**src/rfd_defines.svh**
```systemverilog
/*
  Constants of the fibre / differential direction controller.
  Assumes a single 200 MHz clock and data lines that rest at the mark level.
*/
`ifndef RFD_DEFINES_SVH
`define RFD_DEFINES_SVH

// Clock rate in MHz
`define RFD_CLK_MHZ        200
// Switchover delay from send to receive, in ns
`define RFD_SWITCH_NS      10000
// Switchover delay in clock cycles, rounded up
`define RFD_HOLD_CYCLES    ((`RFD_SWITCH_NS * `RFD_CLK_MHZ + 999) / 1000)
// Width of the switchover counter
`define RFD_HOLD_W         11
// Width of the idle run counter seen by the checks
`define RFD_RUN_W          12
// Resting level of both serial data lines
`define RFD_IDLE_LEVEL     1'b1
// FIFO geometry in the fibre-to-bus path
`define RFD_FIFO_DEPTH     4
`define RFD_FIFO_WIDTH     1
// Cycles from fibre input to bus data output once the FIFO is primed
`define RFD_PATH_LAT       6
// Cycles after reset before the fibre path latency is fixed
`define RFD_PRIME_CYCLES   4'h8
`define RFD_PRIME_W        4

`endif

```
**src/rfd_pkg.sv**
```systemverilog
/*
  Types of the fibre / differential direction controller.
  Assumes rfd_defines.svh is on the include path.
*/
package rfd_pkg;

  // Operating modes, Gray coded along full duplex -> echo -> no echo
  typedef enum logic [1:0] {
    MODE_FULL_DUPLEX = 2'h0,
    MODE_ECHO        = 2'h1,
    MODE_NO_ECHO     = 2'h3
  } rfd_mode_type;

  // Driver direction states, Gray coded along listen -> drive -> hold
  typedef enum logic [1:0] {
    DIR_LISTEN = 2'h0,
    DIR_DRIVE  = 2'h1,
    DIR_HOLD   = 2'h3
  } rfd_dir_type;

  // Configuration switch bank
  typedef struct packed {
    logic mode_select_a;
    logic mode_select_b;
    logic mode_select_d;
  } rfd_switch_type;

  // One sampled level of the fibre receive line
  typedef struct packed {
    logic level;
  } rfd_sample_type;

endpackage : rfd_pkg

```
**src/rfd_fifo.sv**
```systemverilog
/*
  Small synchronous FIFO with valid/ready on both sides.
  Assumes a power-of-two depth and a synchronous active-high reset.
*/
`timescale 1ns/1ps

module rfd_fifo #(
  parameter int WIDTH = 1,
  parameter int DEPTH = 4
) (
  // Clock and reset
  input  wire logic             clk,
  input  wire logic             sys_rst,
  // Fill side
  input  wire logic             in_valid,
  output logic                  in_ready,
  input  wire logic [WIDTH-1:0] in_data,
  // Drain side
  output logic                  out_valid,
  input  wire logic             out_ready,
  output logic [WIDTH-1:0]      out_data,
  // Fill level
  output logic [$clog2(DEPTH+1)-1:0] level
);

  localparam int PW = $clog2(DEPTH);
  localparam int CW = $clog2(DEPTH+1);
  localparam logic [CW-1:0] FULL_LEVEL = CW'(DEPTH);

  logic [WIDTH-1:0] mem [DEPTH];
  logic [PW-1:0]    wr_ptr;
  logic [PW-1:0]    rd_ptr;
  logic             push;
  logic             pop;

  assign out_valid = (level != '0);
  // A pop in the same cycle frees a slot, so a full FIFO still accepts
  assign in_ready  = (level != FULL_LEVEL) || (out_ready && out_valid);
  assign push      = in_valid && in_ready;
  assign pop       = out_valid && out_ready;
  assign out_data  = mem[rd_ptr];

  always_ff @(posedge clk) begin
    if (push) begin
      mem[wr_ptr] <= in_data;
    end
  end

  always_ff @(posedge clk) begin
    if (sys_rst) begin
      wr_ptr <= '0;
      rd_ptr <= '0;
    end else begin
      if (push) begin
        wr_ptr <= wr_ptr + 1'b1;
      end
      if (pop) begin
        rd_ptr <= rd_ptr + 1'b1;
      end
    end
  end

  always_ff @(posedge clk) begin
    if (sys_rst) begin
      level <= '0;
    end else if (push && !pop) begin
      level <= level + 1'b1;
    end else if (pop && !push) begin
      level <= level - 1'b1;
    end
  end

endmodule : rfd_fifo

```
**src/rfd_direction_ctrl.sv**
```systemverilog
/*
  Fibre / differential bus converter core with automatic driver direction.
  Assumes static mode switches, inputs synchronous to clk, and data lines
  that rest at the mark level between characters.
*/
// What this block does
// RL1 - Pass one data line each way unchanged
// RL2 - Decode mode from static configuration switches
// RL3 - Full duplex keeps driver and receiver on
// RL4 - Auto modes enable driver when data starts
// RL5 - Auto modes release driver after transmission ends
// RL6 - Echo mode keeps receiver always enabled
// RL7 - No-echo mode mutes receiver while driving
// RL8 - Wait ten microseconds before releasing driver
// RL9 - Any format, zero to 115200 baud
// RL10 - Idle for whole delay ends transmission
`timescale 1ns/1ps
`include "rfd_defines.svh"

module rfd_direction_ctrl
  import rfd_pkg::*;
(
  // Clock and reset
  input  wire logic           clk,
  input  wire logic           sys_rst,
  // Configuration switches
  input  wire rfd_switch_type mode_switch,
  // Fibre side
  input  wire logic           fiber_rx,
  output logic                fiber_tx,
  // Differential side
  input  wire logic           diff_rx,
  output logic                diff_rx_en,
  output logic                diff_tx_data,
  output logic                diff_tx_en,
  // Status
  output rfd_mode_type        mode,
  output logic                mode_fault,
  output rfd_dir_type         dir_state
);

  localparam logic [`RFD_HOLD_W-1:0] HOLD_LAST  = `RFD_HOLD_W'(`RFD_HOLD_CYCLES - 1);
  localparam logic [`RFD_HOLD_W-1:0] HOLD_FIRST = `RFD_HOLD_W'(1);
  localparam logic [`RFD_RUN_W-1:0]  RUN_MAX    = {`RFD_RUN_W{1'b1}};
  localparam logic [`RFD_RUN_W-1:0]  RUN_HOLD   = `RFD_RUN_W'(`RFD_HOLD_CYCLES);
  localparam logic [2:0]             FIFO_LEVEL_FULL = 3'(`RFD_FIFO_DEPTH);

  rfd_mode_type           next_mode;
  logic                   next_fault;
  rfd_dir_type            next_dir;
  logic [`RFD_HOLD_W-1:0] hold_cnt;
  logic [`RFD_HOLD_W-1:0] next_hold_cnt;
  logic                   next_rx_en;
  logic                   next_tx_en;
  logic                   fiber_busy;
  rfd_sample_type         fib_sample;
  rfd_sample_type         fifo_out;
  logic                   fifo_in_ready;
  logic                   fifo_out_valid;
  logic                   fifo_out_ready;
  logic [2:0]             fifo_level;

  // Mode decode; illegal switch settings fall back to full duplex
  always_comb begin
    next_fault = 1'b0;
    if (!mode_switch.mode_select_d) begin // RL2
      next_mode  = MODE_FULL_DUPLEX;
      next_fault = 1'b1;
    end else if (!mode_switch.mode_select_a && !mode_switch.mode_select_b) begin // RL2
      next_mode = MODE_FULL_DUPLEX;
    end else if (!mode_switch.mode_select_a && mode_switch.mode_select_b) begin // RL2
      next_mode = MODE_ECHO;
    end else if (mode_switch.mode_select_a && mode_switch.mode_select_b) begin // RL2
      next_mode = MODE_NO_ECHO;
    end else begin
      next_mode  = MODE_FULL_DUPLEX;
      next_fault = 1'b1;
    end
  end

  always_ff @(posedge clk) begin
    if (sys_rst) begin
      mode       <= MODE_FULL_DUPLEX;
      mode_fault <= 1'b0;
    end else begin
      mode       <= next_mode;
      mode_fault <= next_fault;
    end
  end

  // Any level other than rest counts as outgoing activity
  assign fiber_busy = (fiber_rx != `RFD_IDLE_LEVEL); // RL4

  // Direction state machine
  always_comb begin
    next_dir      = dir_state;
    next_hold_cnt = hold_cnt;
    case (dir_state)
      DIR_LISTEN: begin
        if (mode != MODE_FULL_DUPLEX && fiber_busy) begin
          next_dir = DIR_DRIVE; // RL4
        end
      end
      DIR_DRIVE: begin
        if (!fiber_busy) begin
          next_dir      = DIR_HOLD;
          next_hold_cnt = HOLD_FIRST;
        end
      end
      DIR_HOLD: begin
        if (fiber_busy) begin
          next_dir = DIR_DRIVE; // RL10
        end else if (hold_cnt == HOLD_LAST) begin
          next_dir = DIR_LISTEN; // RL8
        end else begin
          next_hold_cnt = hold_cnt + 1'b1; // RL8
        end
      end
      default: begin
        next_dir = DIR_LISTEN;
      end
    endcase
    // A switch to full duplex abandons any automatic sequence
    if (mode == MODE_FULL_DUPLEX) begin
      next_dir = DIR_LISTEN;
    end
  end

  always_ff @(posedge clk) begin
    if (sys_rst) begin
      dir_state <= DIR_LISTEN;
      hold_cnt  <= '0;
    end else begin
      dir_state <= next_dir;
      hold_cnt  <= next_hold_cnt;
    end
  end

  // Driver and receiver enables
  always_comb begin
    next_tx_en = 1'b1;
    next_rx_en = 1'b1;
    case (mode)
      MODE_FULL_DUPLEX: begin
        next_tx_en = 1'b1; // RL3
        next_rx_en = 1'b1; // RL3
      end
      MODE_ECHO: begin
        next_tx_en = (next_dir != DIR_LISTEN); // RL5
        next_rx_en = 1'b1; // RL6
      end
      MODE_NO_ECHO: begin
        next_tx_en = (next_dir != DIR_LISTEN); // RL5
        next_rx_en = (next_dir == DIR_LISTEN); // RL7
      end
      default: begin
        next_tx_en = 1'b1;
        next_rx_en = 1'b1;
      end
    endcase
  end

  always_ff @(posedge clk) begin
    if (sys_rst) begin
      diff_tx_en <= 1'b0;
      diff_rx_en <= 1'b0;
    end else begin
      diff_tx_en <= next_tx_en;
      diff_rx_en <= next_rx_en;
    end
  end

  // Bus to fibre; a muted receiver leaves the fibre at rest
  always_ff @(posedge clk) begin
    if (sys_rst) begin
      fiber_tx <= `RFD_IDLE_LEVEL;
    end else if (next_rx_en) begin
      fiber_tx <= diff_rx; // RL1
    end else begin
      fiber_tx <= `RFD_IDLE_LEVEL; // RL7
    end
  end

  // Fibre sampler; plain level copy, so no framing or rate setting exists
  always_ff @(posedge clk) begin
    if (sys_rst) begin
      fib_sample.level <= `RFD_IDLE_LEVEL;
    end else if (fifo_in_ready) begin
      fib_sample.level <= fiber_rx; // RL9
    end
  end

  // Draining only when full fixes the delay, so the driver is on before data
  assign fifo_out_ready = (fifo_level == FIFO_LEVEL_FULL);

  rfd_fifo #(
    .WIDTH (`RFD_FIFO_WIDTH),
    .DEPTH (`RFD_FIFO_DEPTH)
  ) u_fiber_fifo (
    .clk       (clk),
    .sys_rst   (sys_rst),
    .in_valid  (1'b1),
    .in_ready  (fifo_in_ready),
    .in_data   (fib_sample),
    .out_valid (fifo_out_valid),
    .out_ready (fifo_out_ready),
    .out_data  (fifo_out),
    .level     (fifo_level)
  );

  always_ff @(posedge clk) begin
    if (sys_rst) begin
      diff_tx_data <= `RFD_IDLE_LEVEL;
    end else if (fifo_out_valid && fifo_out_ready) begin
      diff_tx_data <= fifo_out.level; // RL1
    end
  end

  // Helper counters read only by the checks below
  logic [`RFD_RUN_W-1:0]   idle_run;
  logic [`RFD_PRIME_W-1:0] prime_cnt;

  always_ff @(posedge clk) begin
    if (sys_rst) begin
      idle_run <= '0;
    end else if (fiber_busy) begin
      idle_run <= '0;
    end else if (idle_run != RUN_MAX) begin
      idle_run <= idle_run + 1'b1;
    end
  end

  always_ff @(posedge clk) begin
    if (sys_rst) begin
      prime_cnt <= '0;
    end else if (prime_cnt != `RFD_PRIME_CYCLES) begin
      prime_cnt <= prime_cnt + 1'b1;
    end
  end
endmodule : rfd_direction_ctrl

```
**config.mk**
```make
export PLATFORM = sky130hd
export DESIGN_NAME = rfd_direction_ctrl
export DESIGN_NICKNAME = d
export VERILOG_FILES = /design/src/rfd_pkg.sv /design/src/rfd_fifo.sv /design/src/rfd_direction_ctrl.sv
export VERILOG_INCLUDE_DIRS = /design/src
export SDC_FILE = /design/constraint.sdc
export NUM_CORES = 1
export LEC_CHECK = 0
export BUFFER_PORTS_ARGS = -buffer_cell sky130_fd_sc_hd__buf_2
export CAP_MARGIN = 0
export CORE_UTILIZATION = 50
export DETAILED_ROUTE_END_ITERATION = 10
export PLACE_DENSITY = 0.78
export RECOVER_POWER = 50
export REMOVE_ABC_BUFFERS = 1
export SLEW_MARGIN = 20
export SYNTH_ARGS = -nofsm -noshare
export SYNTH_HDL_FRONTEND = slang
export SYNTH_SLANG_ARGS = --single-unit
export TNS_END_PERCENT = 5
```
**constraint.sdc**
```tcl
create_clock -name clk -period 1.58 [get_ports clk]
set_input_delay 0.079 -clock clk [delete_from_list [all_inputs] [get_ports clk]]
set_output_delay 0.079 -clock clk [all_outputs]
set_load 0.01 [all_outputs]
```
# [Word level (Yosys, flattened, before mapping)]
# Memories as Yosys holds them, arrays and structs flattened. A register that Yosys moved wholly into a read port is not among the register bits.
# Cells that the tools add are included.
[word_totals] in_bits=7 mem_bits_rw=4 output_inout_bits=9 n_memories=1 register_bits=27
[classes] bitwise_logic=3 eq_ne=10 reduce_logical=25 mux=22 n_addsub=5
[memory_table] memory="u_fiber_fifo.mem" words=4 word_bits=1 rd=1 rd_clocked_by_memory_dff=1 write_ports=1 line="rfd_fifo.sv:30" source="logic [WIDTH-1:0] mem [DEPTH];"
[op_table] op="two-way mux 11 bit" n=3
[op_table] op="one-hot mux 11 bit (2 select lines)" n=1
[op_table] op="two-way mux 2 bit" n=6
[op_table] op="adder 11 x 1 -> 11 bit (second input constant)" n=1
[op_table] op="equality test 11 bit (second input constant)" n=1
[op_table] op="two-way mux 1 bit" n=9
[op_table] op="nonzero test 2 bit" n=4
[op_table] op="logical AND 1 bit" n=7
[op_table] op="zero test 2 bit" n=3
[op_table] op="two-way mux 3 bit" n=2
[op_table] op="!= test 2 bit (second input constant)" n=3
[op_table] op="one-hot mux 2 bit (3 select lines)" n=1
[op_table] op="adder 2 x 1 -> 2 bit (second input constant)" n=2
[op_table] op="equality test 2 x 1 -> 1 bit (second input constant)" n=2
[op_table] op="equality test 2 bit (second input constant)" n=2
[op_table] op="zero test 1 bit" n=4
[op_table] op="AND reduction 4 bit" n=1
[op_table] op="OR reduction 2 bit" n=2
[op_table] op="OR reduction 4 bit" n=1
[op_table] op="adder 3 x 1 -> 3 bit (second input constant)" n=1
[op_table] op="equality test 3 bit (second input constant)" n=1
[op_table] op="!= test 3 bit (second input constant)" n=1
[op_table] op="NOT 1 bit" n=3
[op_table] op="nonzero test 3 bit" n=1
[op_table] op="other kinds (3)" n=3

# [Depth between registers and ports, before layout]
# Gate-level depths: netlist (run 1).
[logic_depth] word_depth=9 ltp_mapped=5 ltp_nobuf=5

# [Modules after synthesis]
# A second synthesis (run 1) with hierarchy kept.
[hier_totals] hier_cells=150 hier_area_um2=1520.2
[by_module_without_submodules] mod="rfd_direction_ctrl" seq_area_each_um2=420.4 area_each_um2=898.4 cells_each=97 instances=1
[by_module_without_submodules] mod="rfd_fifo" seq_area_each_um2=300.3 area_each_um2=621.8 cells_each=53 instances=1

# [Worst setup path after synthesis (run 1)]
# OpenSTA, ideal clock, no wires.
[synth_path] path_type="register to register" from="register hold_cnt[0]" to="register hold_cnt[3]" setup_slack_ns=0.068 period_less_slack_ns=1.512 arrival_ns=1.442 setup_ns=0.070 path_stages_with_launch=6 path_cell_list="dfxtp_1 -> ha_1 -> and3_1 -> a41o_1 -> or3_1 -> a21oi_1"
[synth_between] elab_chain_len=4
[synth_rtl] element="start: declaration" line="rfd_direction_ctrl.sv:51" source="logic [`RFD_HOLD_W-1:0] hold_cnt;"
[synth_rtl] element="start signal: assignment" line="rfd_direction_ctrl.sv:135" source="hold_cnt <= next_hold_cnt;"
[synth_rtl] element="adder 11 x 1 -> 11 bit" line="rfd_direction_ctrl.sv:116" source="next_hold_cnt = hold_cnt + 1'b1;"
[synth_rtl] element="two-way mux 11 bit" line="rfd_direction_ctrl.sv:113" source="end else if (hold_cnt == HOLD_LAST) begin"
[synth_rtl] element="two-way mux 11 bit" line="rfd_direction_ctrl.sv:111" source="if (fiber_busy) begin"
[synth_rtl] element="one-hot mux 11 bit (2 select lines)" line="rfd_direction_ctrl.sv:98" source="case (dir_state)"
# Parallel ways exist; a longest one is shown, timed or not. The select of a mux whose other input is x is not followed.
# A chain may end at the register's enable or synchronous reset.

# [Final worst setup path (run 1)]
# Ends and elaborated chain as after synthesis.

==> impl_metrics.prom, run 1 <==
# TYPE chip_impl_metric gauge
chip_impl_info{name="result_of_the_run",value="complete, no violations"} 1
chip_impl_metric{name="maximum_buffer_depth_of_the_clock_tree",unit=""} 2
chip_impl_metric{name="wire_per_inst",unit="um"} 13.4
chip_impl_metric{name="timing.critical_path.slowest_cell_delay",unit="ps"} 350
chip_impl_metric{name="cp_arrival",unit="ps"} 1750
chip_impl_metric{name="clkSlewWorstSetupHoldPaths",unit="ps"} 90
chip_impl_metric{name="fmaxAchievable",unit="GHz"} 0.669
chip_impl_metric{name="vias_per_cell",unit=""} 5.62
chip_impl_metric{name="fp.dieArea",unit="um2"} 2880
chip_impl_metric{name="power.density",unit="nW/um2"} 957
chip_impl_metric{name="placeableCoreArea",unit="um2"} 2500
chip_impl_info{name="startpoint_type",value="flip-flop"} 1
chip_impl_metric{name="crit_path_max_fanout",unit=""} 4
chip_impl_metric{name="grt-ovfl-total",unit=""} 0
chip_impl_metric{name="maxCapViolCount",unit=""} 0
chip_impl_metric{name="die_h",unit="um"} 53.6
chip_impl_metric{name="post-dp-hpwl",unit="um"} 1770
chip_impl_metric{name="cts_buffers",unit=""} 5
chip_impl_info{name="setup.worst_path.class",value="reg2reg"} 1
chip_impl_info{name="cts_tree",value="done"} 1
chip_impl_metric{name="yosys_register_bits",unit=""} 32
chip_impl_metric{name="setup_failing_eps_final",unit=""} 0
chip_impl_info{name="cp-end-kind",value="flip-flop"} 1
chip_impl_metric{name="clock_tree.htree_level_count",unit=""} 2
chip_impl_metric{name="final_estimated_routing_congestion_in_global_placement",unit=""} 0.761
chip_impl_metric{name="yosysWarningCount",unit=""} 0
chip_impl_metric{name="worst_skew_pair.late_latency",unit="ps"} 330
chip_impl_metric{name="drive_gt1_frac",unit=""} 0.179
chip_impl_metric{name="timing.slew.headroom",unit=""} 0.732
chip_impl_metric{name="buffer_ports.inserted",unit=""} 15
chip_impl_info{name="cts_root_buffer",value="sky130_fd_sc_hd__clkbuf_4"} 1
chip_impl_metric{name="fp.dieW",unit="um"} 53.6
chip_impl_metric{name="maxSlewViolCount",unit=""} 0
chip_impl_info{name="hold_class",value="in2reg"} 1
chip_impl_metric{name="p_leak",unit="uW"} 0.000557
chip_impl_metric{name="peakVddDrop",unit="uV"} 646
chip_impl_metric{name="cp.buffers_inverters",unit=""} 0
chip_impl_metric{name="antenna_violations_before_repair",unit=""} 0
chip_impl_metric{name="ant_nets",unit=""} 0
chip_impl_info{name="crit_slowest_cell",value="sky130_fd_sc_hd__or3_1"} 1
chip_impl_metric{name="syn_to_final_growth",unit="%"} 14.6
chip_impl_metric{name="drt-total-wl",unit="um"} 2480
chip_impl_metric{name="synth_enable_flop_cells",unit=""} 4
chip_impl_metric{name="worst-slew-pin-transition",unit="ps"} 401
chip_impl_metric{name="ys_async_sr_fraction",unit=""} 0
chip_impl_metric{name="synth_seq_area_share",unit=""} 0.511
chip_impl_metric{name="drtPass1Iterations",unit=""} 4
chip_impl_metric{name="setup_tns",unit="ps"} 0
chip_impl_metric{name="synthesis.instances",unit=""} 133
chip_impl_metric{name="final_period_minus_worst_setup_slack",unit="ps"} 1490
chip_impl_metric{name="antenna_cells",unit=""} 0
chip_impl_metric{name="starting_density_of_the_core",unit=""} 0.533
chip_impl_metric{name="drt-initial-drc-count",unit=""} 31
chip_impl_info{name="ys.flop_type",value="sky130_fd_sc_hd__dfxtp_1"} 1
chip_impl_metric{name="finalHoldViolations",unit=""} 0
chip_impl_info{name="critical_path.cell_chain",value="ha_2 -> and3_1 -> a41o_1 -> or3_1 -> a21oi_1"} 1
chip_impl_info{name="unrepaired_setup_endpoints_after_global_routing",value="yes"} 1
chip_impl_metric{name="global_route.usage.total",unit=""} 0.215
chip_impl_metric{name="placementRows",unit=""} 18
chip_impl_metric{name="grt_pass1_wl",unit="um"} 4200
chip_impl_metric{name="top_level_ports",unit=""} 16
chip_impl_metric{name="fin_skew",unit="ps"} 6.65
chip_impl_metric{name="clock_sinks",unit=""} 32
chip_impl_metric{name="cp_data_required_time",unit="ps"} 1840
chip_impl_metric{name="postSynthAreaPerCell",unit="um2"} 10.0
chip_impl_metric{name="routed-via-count",unit=""} 1046
chip_impl_metric{name="post-route-drc-count",unit=""} 0
chip_impl_info{name="worst_path_dominant_cell_family",value="simple AND/OR/NAND/NOR gates"} 1
chip_impl_metric{name="nNetsFinal",unit=""} 168
chip_impl_metric{name="first_global_vias",unit=""} 1011
chip_impl_metric{name="netlist_area",unit="um2"} 1330
chip_impl_metric{name="synthDistinctLibCells",unit=""} 40
chip_impl_metric{name="hold-worst-slack",unit="ps"} 21.7
chip_impl_metric{name="largest_net_degree_at_the_start_of_global_routing",unit=""} 19
chip_impl_metric{name="layout_worst_path_cycle_share",unit=""} 0.946
-- cells in the final DEF (no fill, tap or decap), drive strengths merged, types with 2 or more instances in the layout --
cell and instances:
ha 5, nor2b 2, or3 2, nor4 2, clkbuf 14, nand2 6
buf 11, dfxtp 28, nor2 14, nand3 3, inv 5, a21oi 7
nand4 4, xnor2 6, dlygate4sd3 3, o21ai 6, and4 2, nor3b 3
edfxtp 4, and2 2, nor3 5, o21bai 2, xor2 2, o211ai 2
-- metrics by stage --
stage | setup WS (ps) | instances | cell area, um2 | utilization | total power, uW
global route | -28.0 | 186 | 1530 | 0.611 | 1530
global placement | 74.4 | 174 | 1440 | 0.577 | 1040
floorplan | 68.4 | 126 | 1310 | - | 993
detailed placement | 2.78 | 174 | 1440 | 0.577 | 1050
CTS | 35.4 | 186 | 1540 | 0.614 | 1480
finish | 85.2 | 186 | 1530 | 0.611 | 1460
-- registers in the layout (all words and copies together) (netlist names), 2 cells and up --
register,count
hold_cnt,11
u_fiber_fifo.mem,4
u_fiber_fifo.level,3
dir_state,2
mode,2
u_fiber_fifo.rd_ptr,2
u_fiber_fifo.wr_ptr,2
-- what timing repair did --
action                                  in CTS  in global routing
hold buffers                                 3                  0
resized for setup                            2                  1
endpoints found under the hold margin        3                  0
pin swaps                                    1                  2
buffers inserted                             1                  0
endpoints found under the setup margin       1                  4
-- metal layers --
metal	GRT usage	wire (um)	share of wire
met5	0	0	0
met4	0.145	51	0.021
met3	0.0763	118	0.048
met2	0.356	1220	0.49
met1	0.227	1090	0.44
-- worst reg2reg max path, delay by kind of cell, from the launching register on --
family / cells / cell delay (ps)
compound gates: 2 / 370
fa+ha+maj: 1 / 190
simple gates: 2 / 540
flops: 1 / 340
-- power by group --
| group | internal [uW] | leakage (uW) | switching, uW |
|---|---|---|---|
| clock | 169 | 0.0000259 | 260 |
| combinational | 67.7 | 0.000267 | 65.3 |
| sequential | 866 | 0.000265 | 33.4 |
| total | 1100 | 0.000557 | 358 |
-- area by class of cell --
| type | instances | area (um2) |
|---|---|---|
| repair buffers | 22 | 126 |
| clock inverters | 2 | 11.3 |
| fillers | 207 | 973 |
| well taps | 30 | 37.5 |
| clock buffers | 6 | 41.3 |
| inverters | 5 | 18.8 |
| flip-flops and latches | 32 | 682 |
| multi-input cells | 89 | 609 |
-- cells in the mapped netlist (2+ instances only) --
cell                       instances  area, um2
sky130_fd_sc_hd__a21oi_1           7       35.0
sky130_fd_sc_hd__clkbuf_1          7       26.3
sky130_fd_sc_hd__dfxtp_1          28        561
sky130_fd_sc_hd__edfxtp_1          4        120
sky130_fd_sc_hd__ha_1              5       62.6
sky130_fd_sc_hd__inv_1             5       18.8
sky130_fd_sc_hd__nand2_1           5       18.8
sky130_fd_sc_hd__nand3_1           3       15.0
sky130_fd_sc_hd__nand4_1           4       25.0
sky130_fd_sc_hd__nor2_1           14       52.6
sky130_fd_sc_hd__nor2b_1           2       12.5
sky130_fd_sc_hd__nor3_1            5       25.0
sky130_fd_sc_hd__nor3b_1           2       15.0
sky130_fd_sc_hd__nor4_1            2       12.5
sky130_fd_sc_hd__o211ai_1          2       15.0
sky130_fd_sc_hd__o21ai_0           6       30.0
sky130_fd_sc_hd__o21bai_1          2       15.0
sky130_fd_sc_hd__or3_1             2       12.5
sky130_fd_sc_hd__xnor2_1           6       52.6
sky130_fd_sc_hd__xor2_1            2       17.5
-- path summary, 6_finish.rpt --
kind	from	end	slack, ps	depth (start not counted)
worst max-delay path	hold_cnt[0]	hold_cnt[3]	90	5
worst min-delay path	mode_switch[1]	mode_fault	20	3
worst max register to register	hold_cnt[0]	hold_cnt[3]	90	5
worst min register to register	hold_cnt[0]	hold_cnt[0]	470	1
-- cell families after synthesis --
family	after synthesis	synth area share
buffers and inverters	12	0.0338
AND/OR/NAND/NOR	50	0.209
XOR/XNOR	8	0.0526
flip-flops	32	0.511
AO/OA/AOI/OAI	24	0.115
adder cells (fa/ha/maj)	6	0.0620
multiplexers	1	0.0169
No activity file was read; power rests on OpenSTA's default activity.
==> run 2, diff against run 1 <==
--- a/config.mk
+++ b/config.mk
@@ -8,10 +8,9 @@
 export LEC_CHECK = 0
 export BUFFER_PORTS_ARGS = -buffer_cell sky130_fd_sc_hd__buf_2
 export CAP_MARGIN = 0
-export CORE_UTILIZATION = 50
+export CORE_UTILIZATION = 55
 export DETAILED_ROUTE_END_ITERATION = 10
-export PLACE_DENSITY = 0.78
-export RECOVER_POWER = 50
+export PLACE_DENSITY = 0.81
 export REMOVE_ABC_BUFFERS = 1
 export SLEW_MARGIN = 20
 export SYNTH_ARGS = -nofsm -noshare
==> constraint.sdc (replaced) <==
create_clock -name clk -period 1.7 [get_ports clk]
set_input_delay 0.085 -clock clk [delete_from_list [all_inputs] [get_ports clk]]
set_output_delay 0.085 -clock clk [all_outputs]
set_load 0.01 [all_outputs]
==> impl_metrics.prom, run 2 (synthesized netlist as in run 1, its figures left out) <==
# TYPE chip_impl_metric gauge
chip_impl_metric{name="fp.dieW",unit="um"} 51.2
chip_impl_metric{name="top_level_ports",unit=""} 16
chip_impl_metric{name="starting_density_of_the_core",unit=""} 0.591
chip_impl_metric{name="buffer_ports.inserted",unit=""} 15
chip_impl_metric{name="maxCapViolCount",unit=""} 0
chip_impl_info{name="result_of_the_run",value="complete, no violations"} 1
chip_impl_info{name="setup.worst_path.class",value="reg2reg"} 1
chip_impl_metric{name="grt_pass1_wl",unit="um"} 4100
chip_impl_metric{name="vias_per_cell",unit=""} 5.58
chip_impl_metric{name="drive_gt1_frac",unit=""} 0.239
chip_impl_metric{name="finalHoldViolations",unit=""} 0
chip_impl_metric{name="clkSlewWorstSetupHoldPaths",unit="ps"} 100
chip_impl_metric{name="setup_failing_eps_final",unit=""} 0
chip_impl_metric{name="post-dp-hpwl",unit="um"} 1750
chip_impl_metric{name="crit_path_max_fanout",unit=""} 6
chip_impl_metric{name="fp.dieArea",unit="um2"} 2620
chip_impl_metric{name="die_h",unit="um"} 51.2
chip_impl_metric{name="post-route-drc-count",unit=""} 0
chip_impl_metric{name="wire_per_inst",unit="um"} 13.9
chip_impl_metric{name="placedInstanceArea",unit="um2"} 1430
chip_impl_metric{name="fmaxAchievable",unit="GHz"} 0.604
chip_impl_metric{name="timing.slew.headroom",unit=""} 0.737
chip_impl_metric{name="pre_cts_ws",unit="ps"} 80.5
chip_impl_metric{name="global_route.usage.total",unit=""} 0.222
chip_impl_metric{name="worst_skew_pair.late_latency",unit="ps"} 320
chip_impl_metric{name="p_leak",unit="uW"} 0.000592
chip_impl_info{name="hold_class",value="in2reg"} 1
chip_impl_metric{name="postLayoutCellArea",unit="um2"} 1560
chip_impl_metric{name="cp_arrival",unit="ps"} 1920
chip_impl_metric{name="placementRows",unit=""} 17
chip_impl_metric{name="final_worst_setup_slack",unit="ps"} 44.3
chip_impl_metric{name="maximum_buffer_depth_of_the_clock_tree",unit=""} 2
chip_impl_metric{name="largest_reg_flops",unit=""} 11
chip_impl_info{name="cts_tree",value="done"} 1
chip_impl_metric{name="nNetsFinal",unit=""} 167
chip_impl_info{name="unrepaired_setup_endpoints_after_global_routing",value="no"} 1
chip_impl_metric{name="placeableCoreArea",unit="um2"} 2250
chip_impl_info{name="cts_root_buffer",value="sky130_fd_sc_hd__clkbuf_4"} 1
chip_impl_info{name="biggestRegsByFlops",value="hold_cnt: 11 flops, u_fiber_fifo.mem: 4 flops, u_fiber_fifo.level: 3 flops"} 1
chip_impl_metric{name="clock_sinks",unit=""} 32
chip_impl_metric{name="first_global_vias",unit=""} 985
chip_impl_metric{name="clock_tree.htree_level_count",unit=""} 2
chip_impl_info{name="cp-end-kind",value="flip-flop"} 1
chip_impl_metric{name="grt-ovfl-total",unit=""} 0
chip_impl_metric{name="drt-initial-drc-count",unit=""} 23
chip_impl_metric{name="final_estimated_routing_congestion_in_global_placement",unit=""} 0.814
chip_impl_info{name="layout_commonest_cell",value="sky130_fd_sc_hd__dfxtp_1"} 1
chip_impl_metric{name="drtPass1Iterations",unit=""} 4
chip_impl_metric{name="number_of_placed_cells_counting_well_taps",unit=""} 171
chip_impl_metric{name="routed-via-count",unit=""} 1022
chip_impl_metric{name="worst-slew-pin-transition",unit="ps"} 394
chip_impl_metric{name="largest_net_degree_at_the_start_of_global_routing",unit=""} 19
chip_impl_metric{name="peakVddDrop",unit="uV"} 855
chip_impl_metric{name="cts_buffers",unit=""} 5
chip_impl_metric{name="setup_tns",unit="ps"} 0
chip_impl_info{name="max_flop_register",value="hold_cnt"} 1
chip_impl_metric{name="fin_skew",unit="ps"} 7.16
chip_impl_metric{name="layout_worst_path_cycle_share",unit=""} 0.974
chip_impl_metric{name="maxSlewViolCount",unit=""} 0
chip_impl_metric{name="final_standard_cell_count_with_taps_included_and_fillers_excluded",unit=""} 183
chip_impl_metric{name="drt-total-wl",unit="um"} 2550
chip_impl_metric{name="syn_to_final_growth",unit="%"} 17.1
chip_impl_metric{name="antenna_cells",unit=""} 0
chip_impl_metric{name="ant_nets",unit=""} 0
chip_impl_metric{name="cp_data_required_time",unit="ps"} 1960
chip_impl_info{name="startpoint_type",value="flip-flop"} 1
chip_impl_metric{name="final_period_minus_worst_setup_slack",unit="ps"} 1660
chip_impl_metric{name="antenna_violations_before_repair",unit=""} 0
chip_impl_info{name="layout_common_cells",value="sky130_fd_sc_hd__dfxtp_1 (27), sky130_fd_sc_hd__buf_2 (15), sky130_fd_sc_hd__nor2_1 (14)"} 1
chip_impl_metric{name="power.density",unit="nW/um2"} 980
## run 2: worst paths after layout
path / end / cells after the start / slack [ps] / from
worst max register to register: hold_cnt[3] / 5 / 40 / hold_cnt[0]
worst max-delay path: hold_cnt[3] / 5 / 40 / hold_cnt[0]
worst min-delay path: mode_fault / 3 / 30 / mode_switch[1]
worst min register to register: hold_cnt[0] / 1 / 470 / hold_cnt[0]
## run 2: report_power, final
| group | switching [uW] | leakage [uW] | total (uW) | internal (uW) |
|---|---|---|---|---|
| registers | 33.0 | 0.000265 | 838 | 805 |
| clock network | 251 | 0.0000422 | 559 | 308 |
| logic | 64.7 | 0.000285 | 131 | 66.6 |
| total | 348 | 0.000592 | 1530 | 1180 |
## run 2: cell type report
| class | count | area, um2 |
|---|---|---|
| timing repair buffer | 21 | 128 |
| clock buffer | 6 | 41.3 |
| sequential | 32 | 682 |
| tap | 28 | 35.0 |
| fill | 175 | 694 |
| inverter | 5 | 18.8 |
| clock inverter | 2 | 35.0 |
| multi-input combinational | 89 | 621 |
## run 2: routing by layer
metal  up-vias  global-route usage  wire (um)
li1        505                   -          -
met1       482               0.239       1130
met2        30               0.395       1270
met3         5              0.0625        110
met4         0               0.108         40
met5         -                   0          0
## run 2: what timing repair did
item / CTS / global route
hold buffers: 3 / 0
hold endpoints to repair: 3 / 0
setup endpoints to repair: 0 / 3
buffers inserted: 0 / 1
gates resized for setup: 0 / 5
## run 2: worst max-delay path: stages (launching register included)
cell	delay (ps)
sky130_fd_sc_hd__dfxtp_2	350
sky130_fd_sc_hd__ha_1	230
sky130_fd_sc_hd__and3_4	200
sky130_fd_sc_hd__a41o_1	290
sky130_fd_sc_hd__or3_4	380
sky130_fd_sc_hd__a21oi_1	140
## run 2: through the flow
stage	utilization	hold slack, ps	total power (uW)
6_report	0.692	26.8	1530
3_3_place_gp	0.635	270	962
4_1_cts	0.682	13.6	1540
5_1_grt	0.692	23.2	1600
2_1_floorplan	-	152	923
3_5_place_dp	0.635	276	979
==> run 3, diff against run 2 <==
--- a/config.mk
+++ b/config.mk
@@ -6,11 +6,12 @@
 export SDC_FILE = /design/constraint.sdc
 export NUM_CORES = 1
 export LEC_CHECK = 0
+export ABC_AREA = 1
 export BUFFER_PORTS_ARGS = -buffer_cell sky130_fd_sc_hd__buf_2
 export CAP_MARGIN = 0
-export CORE_UTILIZATION = 55
+export CORE_UTILIZATION = 57
 export DETAILED_ROUTE_END_ITERATION = 10
-export PLACE_DENSITY = 0.81
+export PLACE_DENSITY = 0.83
 export REMOVE_ABC_BUFFERS = 1
 export SLEW_MARGIN = 20
 export SYNTH_ARGS = -nofsm -noshare
==> constraint.sdc (replaced) <==
create_clock -name clk -period 1.8 [get_ports clk]
set_input_delay 0.09 -clock clk [delete_from_list [all_inputs] [get_ports clk]]
set_output_delay 0.09 -clock clk [all_outputs]
set_load 0.01 [all_outputs]
==> impl_metrics.prom, run 3 <==
# TYPE chip_impl_metric gauge
chip_impl_metric{name="post-route-drc-count",unit=""} 0
chip_impl_metric{name="cp_arrival",unit="ps"} 1770
chip_impl_metric{name="pre_cts_ws",unit="ps"} 283
chip_impl_metric{name="fp.dieArea",unit="um2"} 2820
chip_impl_metric{name="worst-slew-pin-transition",unit="ps"} 301
chip_impl_info{name="result_of_the_run",value="complete, no violations"} 1
chip_impl_metric{name="nNetsFinal",unit=""} 218
chip_impl_metric{name="maxSlewViolCount",unit=""} 0
chip_impl_info{name="synth_area_leader_cell",value="sky130_fd_sc_hd__dfxtp_1"} 1
chip_impl_metric{name="fin_skew",unit="ps"} 4.35
chip_impl_metric{name="cts_buffers",unit=""} 5
chip_impl_info{name="layout_common_cells",value="sky130_fd_sc_hd__nand2_1 (36), sky130_fd_sc_hd__inv_1 (28), sky130_fd_sc_hd__dfxtp_1 (28)"} 1
chip_impl_metric{name="maxCapViolCount",unit=""} 0
chip_impl_info{name="most_numerous_cell_in_the_yosys_netlist",value="sky130_fd_sc_hd__nand2_1"} 1
chip_impl_metric{name="routed-via-count",unit=""} 1187
chip_impl_metric{name="peakVddDrop",unit="uV"} 671
chip_impl_metric{name="power.density",unit="nW/um2"} 791
chip_impl_metric{name="drt-initial-drc-count",unit=""} 40
chip_impl_metric{name="ant_nets",unit=""} 0
chip_impl_info{name="layout_commonest_cell",value="sky130_fd_sc_hd__nand2_1"} 1
chip_impl_metric{name="number_of_placed_cells_counting_well_taps",unit=""} 224
chip_impl_metric{name="post-dp-hpwl",unit="um"} 2070
chip_impl_metric{name="final_worst_setup_slack",unit="ps"} 257
chip_impl_metric{name="buffer_ports.inserted",unit=""} 15
chip_impl_info{name="cp-end-kind",value="flip-flop"} 1
chip_impl_metric{name="crit_path_max_fanout",unit=""} 13
chip_impl_metric{name="final_estimated_routing_congestion_in_global_placement",unit=""} 0.847
chip_impl_metric{name="placementRows",unit=""} 18
chip_impl_metric{name="cts.repair_timing.setup_buffer_count",unit=""} 0
chip_impl_info{name="synth_top_cells_by_count",value="sky130_fd_sc_hd__nand2_1 (36), sky130_fd_sc_hd__dfxtp_1 (28), sky130_fd_sc_hd__inv_1 (28), sky130_fd_sc_hd__nor2_1 (17), sky130_fd_sc_hd__a21oi_1 (12)"} 1
chip_impl_info{name="biggestRegsByFlops",value="hold_cnt: 11 flops, u_fiber_fifo.mem: 4 flops, u_fiber_fifo.level: 3 flops"} 1
chip_impl_metric{name="cp.buffers_inverters",unit=""} 2
chip_impl_info{name="ys.flop_type",value="sky130_fd_sc_hd__dfxtp_1"} 1
chip_impl_info{name="critical_path.cell_chain",value="ha_1 -> inv_2 -> nor2_4 -> nand3_4 -> o21ai_2 -> inv_2 -> nand2_1 -> nand3_1"} 1
chip_impl_info{name="cts_tree",value="done"} 1
chip_impl_metric{name="synthesis.instances",unit=""} 184
chip_impl_metric{name="timing.critical_path.slowest_cell_delay",unit="ps"} 390
chip_impl_info{name="setup.worst_path.class",value="reg2reg"} 1
chip_impl_metric{name="syn_to_final_growth",unit="%"} 11.8
chip_impl_metric{name="clock_tree.htree_level_count",unit=""} 2
chip_impl_metric{name="postLayoutCellArea",unit="um2"} 1670
chip_impl_info{name="startpoint_type",value="flip-flop"} 1
chip_impl_metric{name="final_period_minus_worst_setup_slack",unit="ps"} 1540
chip_impl_info{name="most_frequent_cell_on_the_critical_path",value="sky130_fd_sc_hd__inv_2"} 1
chip_impl_metric{name="clock_sinks",unit=""} 32
chip_impl_metric{name="drt-total-wl",unit="um"} 2830
chip_impl_metric{name="antenna_violations_before_repair",unit=""} 0
chip_impl_metric{name="synthDistinctLibCells",unit=""} 31
chip_impl_metric{name="top_level_ports",unit=""} 16
chip_impl_metric{name="ys_async_sr_fraction",unit=""} 0
chip_impl_info{name="hold_class",value="in2reg"} 1
chip_impl_metric{name="final_standard_cell_count_with_taps_included_and_fillers_excluded",unit=""} 236
chip_impl_metric{name="yosysWarningCount",unit=""} 0
chip_impl_metric{name="die_h",unit="um"} 53.1
chip_impl_info{name="cts_root_buffer",value="sky130_fd_sc_hd__clkbuf_4"} 1
chip_impl_metric{name="postSynthAreaPerCell",unit="um2"} 8.10
chip_impl_metric{name="finalCoreUtilization",unit=""} 0.673
chip_impl_metric{name="vias_per_cell",unit=""} 5.03
chip_impl_metric{name="largest_reg_flops",unit=""} 11
chip_impl_metric{name="placeableCoreArea",unit="um2"} 2480
chip_impl_metric{name="grt-ovfl-total",unit=""} 0
chip_impl_info{name="crit_slowest_cell",value="sky130_fd_sc_hd__dfxtp_1"} 1
chip_impl_metric{name="wire_per_inst",unit="um"} 12.0
chip_impl_info{name="max_flop_register",value="hold_cnt"} 1
chip_impl_metric{name="drtPass1Iterations",unit=""} 4
chip_impl_metric{name="synth_enable_flop_cells",unit=""} 4
chip_impl_info{name="unrepaired_setup_endpoints_after_global_routing",value="no"} 1
chip_impl_metric{name="fmaxAchievable",unit="GHz"} 0.648
chip_impl_metric{name="netlist_area",unit="um2"} 1490
chip_impl_metric{name="p_leak",unit="uW"} 0.000720
chip_impl_metric{name="placedInstanceArea",unit="um2"} 1570
chip_impl_metric{name="yosysTopAreaCellShare",unit=""} 0.376
chip_impl_metric{name="starting_density_of_the_core",unit=""} 0.602
chip_impl_metric{name="maximum_buffer_depth_of_the_clock_tree",unit=""} 2
chip_impl_metric{name="setup_failing_eps_final",unit=""} 0
chip_impl_metric{name="global_route.usage.total",unit=""} 0.241
chip_impl_metric{name="grt_pass1_wl",unit="um"} 4630
chip_impl_info{name="worst_path_dominant_cell_family",value="simple AND/OR/NAND/NOR gates"} 1
chip_impl_metric{name="clkSlewWorstSetupHoldPaths",unit="ps"} 100
chip_impl_metric{name="setup_tns",unit="ps"} 0
chip_impl_metric{name="antenna_cells",unit=""} 0
chip_impl_metric{name="first_global_vias",unit=""} 1116
chip_impl_metric{name="timing.slew.headroom",unit=""} 0.798
chip_impl_metric{name="drive_gt1_frac",unit=""} 0.204
chip_impl_metric{name="worst_skew_pair.late_latency",unit="ps"} 340
chip_impl_metric{name="cp_data_required_time",unit="ps"} 2030
chip_impl_metric{name="largest_net_degree_at_the_start_of_global_routing",unit=""} 14
chip_impl_metric{name="synth_seq_area_share",unit=""} 0.457
chip_impl_info{name="top_cells_by_area_synth",value="sky130_fd_sc_hd__dfxtp_1 (38%), sky130_fd_sc_hd__nand2_1 (9.1%), sky130_fd_sc_hd__edfxtp_1 (8.1%), sky130_fd_sc_hd__inv_1 (7.1%), sky130_fd_sc_hd__nor2_1 (4.3%)"} 1
chip_impl_metric{name="yosys_register_bits",unit=""} 32
chip_impl_metric{name="fp.dieW",unit="um"} 53.1
chip_impl_metric{name="finalHoldViolations",unit=""} 0
chip_impl_metric{name="layout_worst_path_cycle_share",unit=""} 0.857
-- run 3: changes by cell type in the layout (fill, tap and decap cells not counted), moves of 3 or more --
cell                      change
sky130_fd_sc_hd__nor2_1       +3
sky130_fd_sc_hd__a21oi_1      +6
sky130_fd_sc_hd__nand2_1     +31
sky130_fd_sc_hd__nand3_1      +3
sky130_fd_sc_hd__inv_2        +4
sky130_fd_sc_hd__nor2_4       +3
sky130_fd_sc_hd__nand3_2      +3
sky130_fd_sc_hd__inv_1       +23
sky130_fd_sc_hd__xnor2_1      -6
-- run 3: path summary, 6_finish.rpt --
kind / from / end / slack, ps / cells past startpoint
worst max-delay path: hold_cnt[0] / fiber_tx / 260 / 8
worst min-delay path: mode_switch[1] / mode[0] / 20 / 3
worst max register to register: hold_cnt[0] / fiber_tx / 260 / 8
worst min register to register: u_fiber_fifo.level[2] / u_fiber_fifo.level[2] / 480 / 1
-- run 3: area by class of cell --
class	instances	area, um2
fillers	198	811
flip-flops and latches	32	681
multi-input cells	113	646
repair buffers	21	130
inverters	32	120
clock buffers	6	41.3
well taps	30	37.5
clock inverters	2	11.3
-- run 3: metal layers --
layer / wire (um) / vias to the layer above / global-route usage
met5: 0 / - / 0
met4: 79 / 0 / 0.180
met3: 137 / 7 / 0.0489
met2: 1380 / 33 / 0.386
met1: 1230 / 522 / 0.280
li1: - / 625 / -
-- run 3: kinds of logic after synthesis --
family          after synthesis  share of synthesized area
fa+ha+maj                     6                     0.0554
compound gates               22                     0.0840
flops                        32                      0.457
buf+inv                      39                      0.110
simple gates                 84                      0.288
xor+xnor                      1                    0.00588
-- run 3: through the flow --
| stage | hold slack [ps] | power (uW) |
|---|---|---|
| detailed placement | 297 | 931 |
| floorplan | 157 | 882 |
| global placement | 287 | 919 |
| global route | 23.9 | 1370 |
| finish | 22.4 | 1320 |
| CTS | 3.22 | 1320 |
-- run 3: worst min-delay path: stages --
cell	delay (ps)
sky130_fd_sc_hd__buf_2	110
sky130_fd_sc_hd__nand2_1	80
sky130_fd_sc_hd__nor2_1	40
-- run 3: timing repair --
action,CTS,global route
gates resized for setup,0,0
hold endpoints to repair,3,0
hold buffers,4,0
-- run 3: power breakdown --
part           internal, uW  leakage, uW  switching, uW  total (uW)
clock                   148    0.0000259            248         396
combinational          57.6     0.000430           79.3         137
sequential              760     0.000264           25.4         786
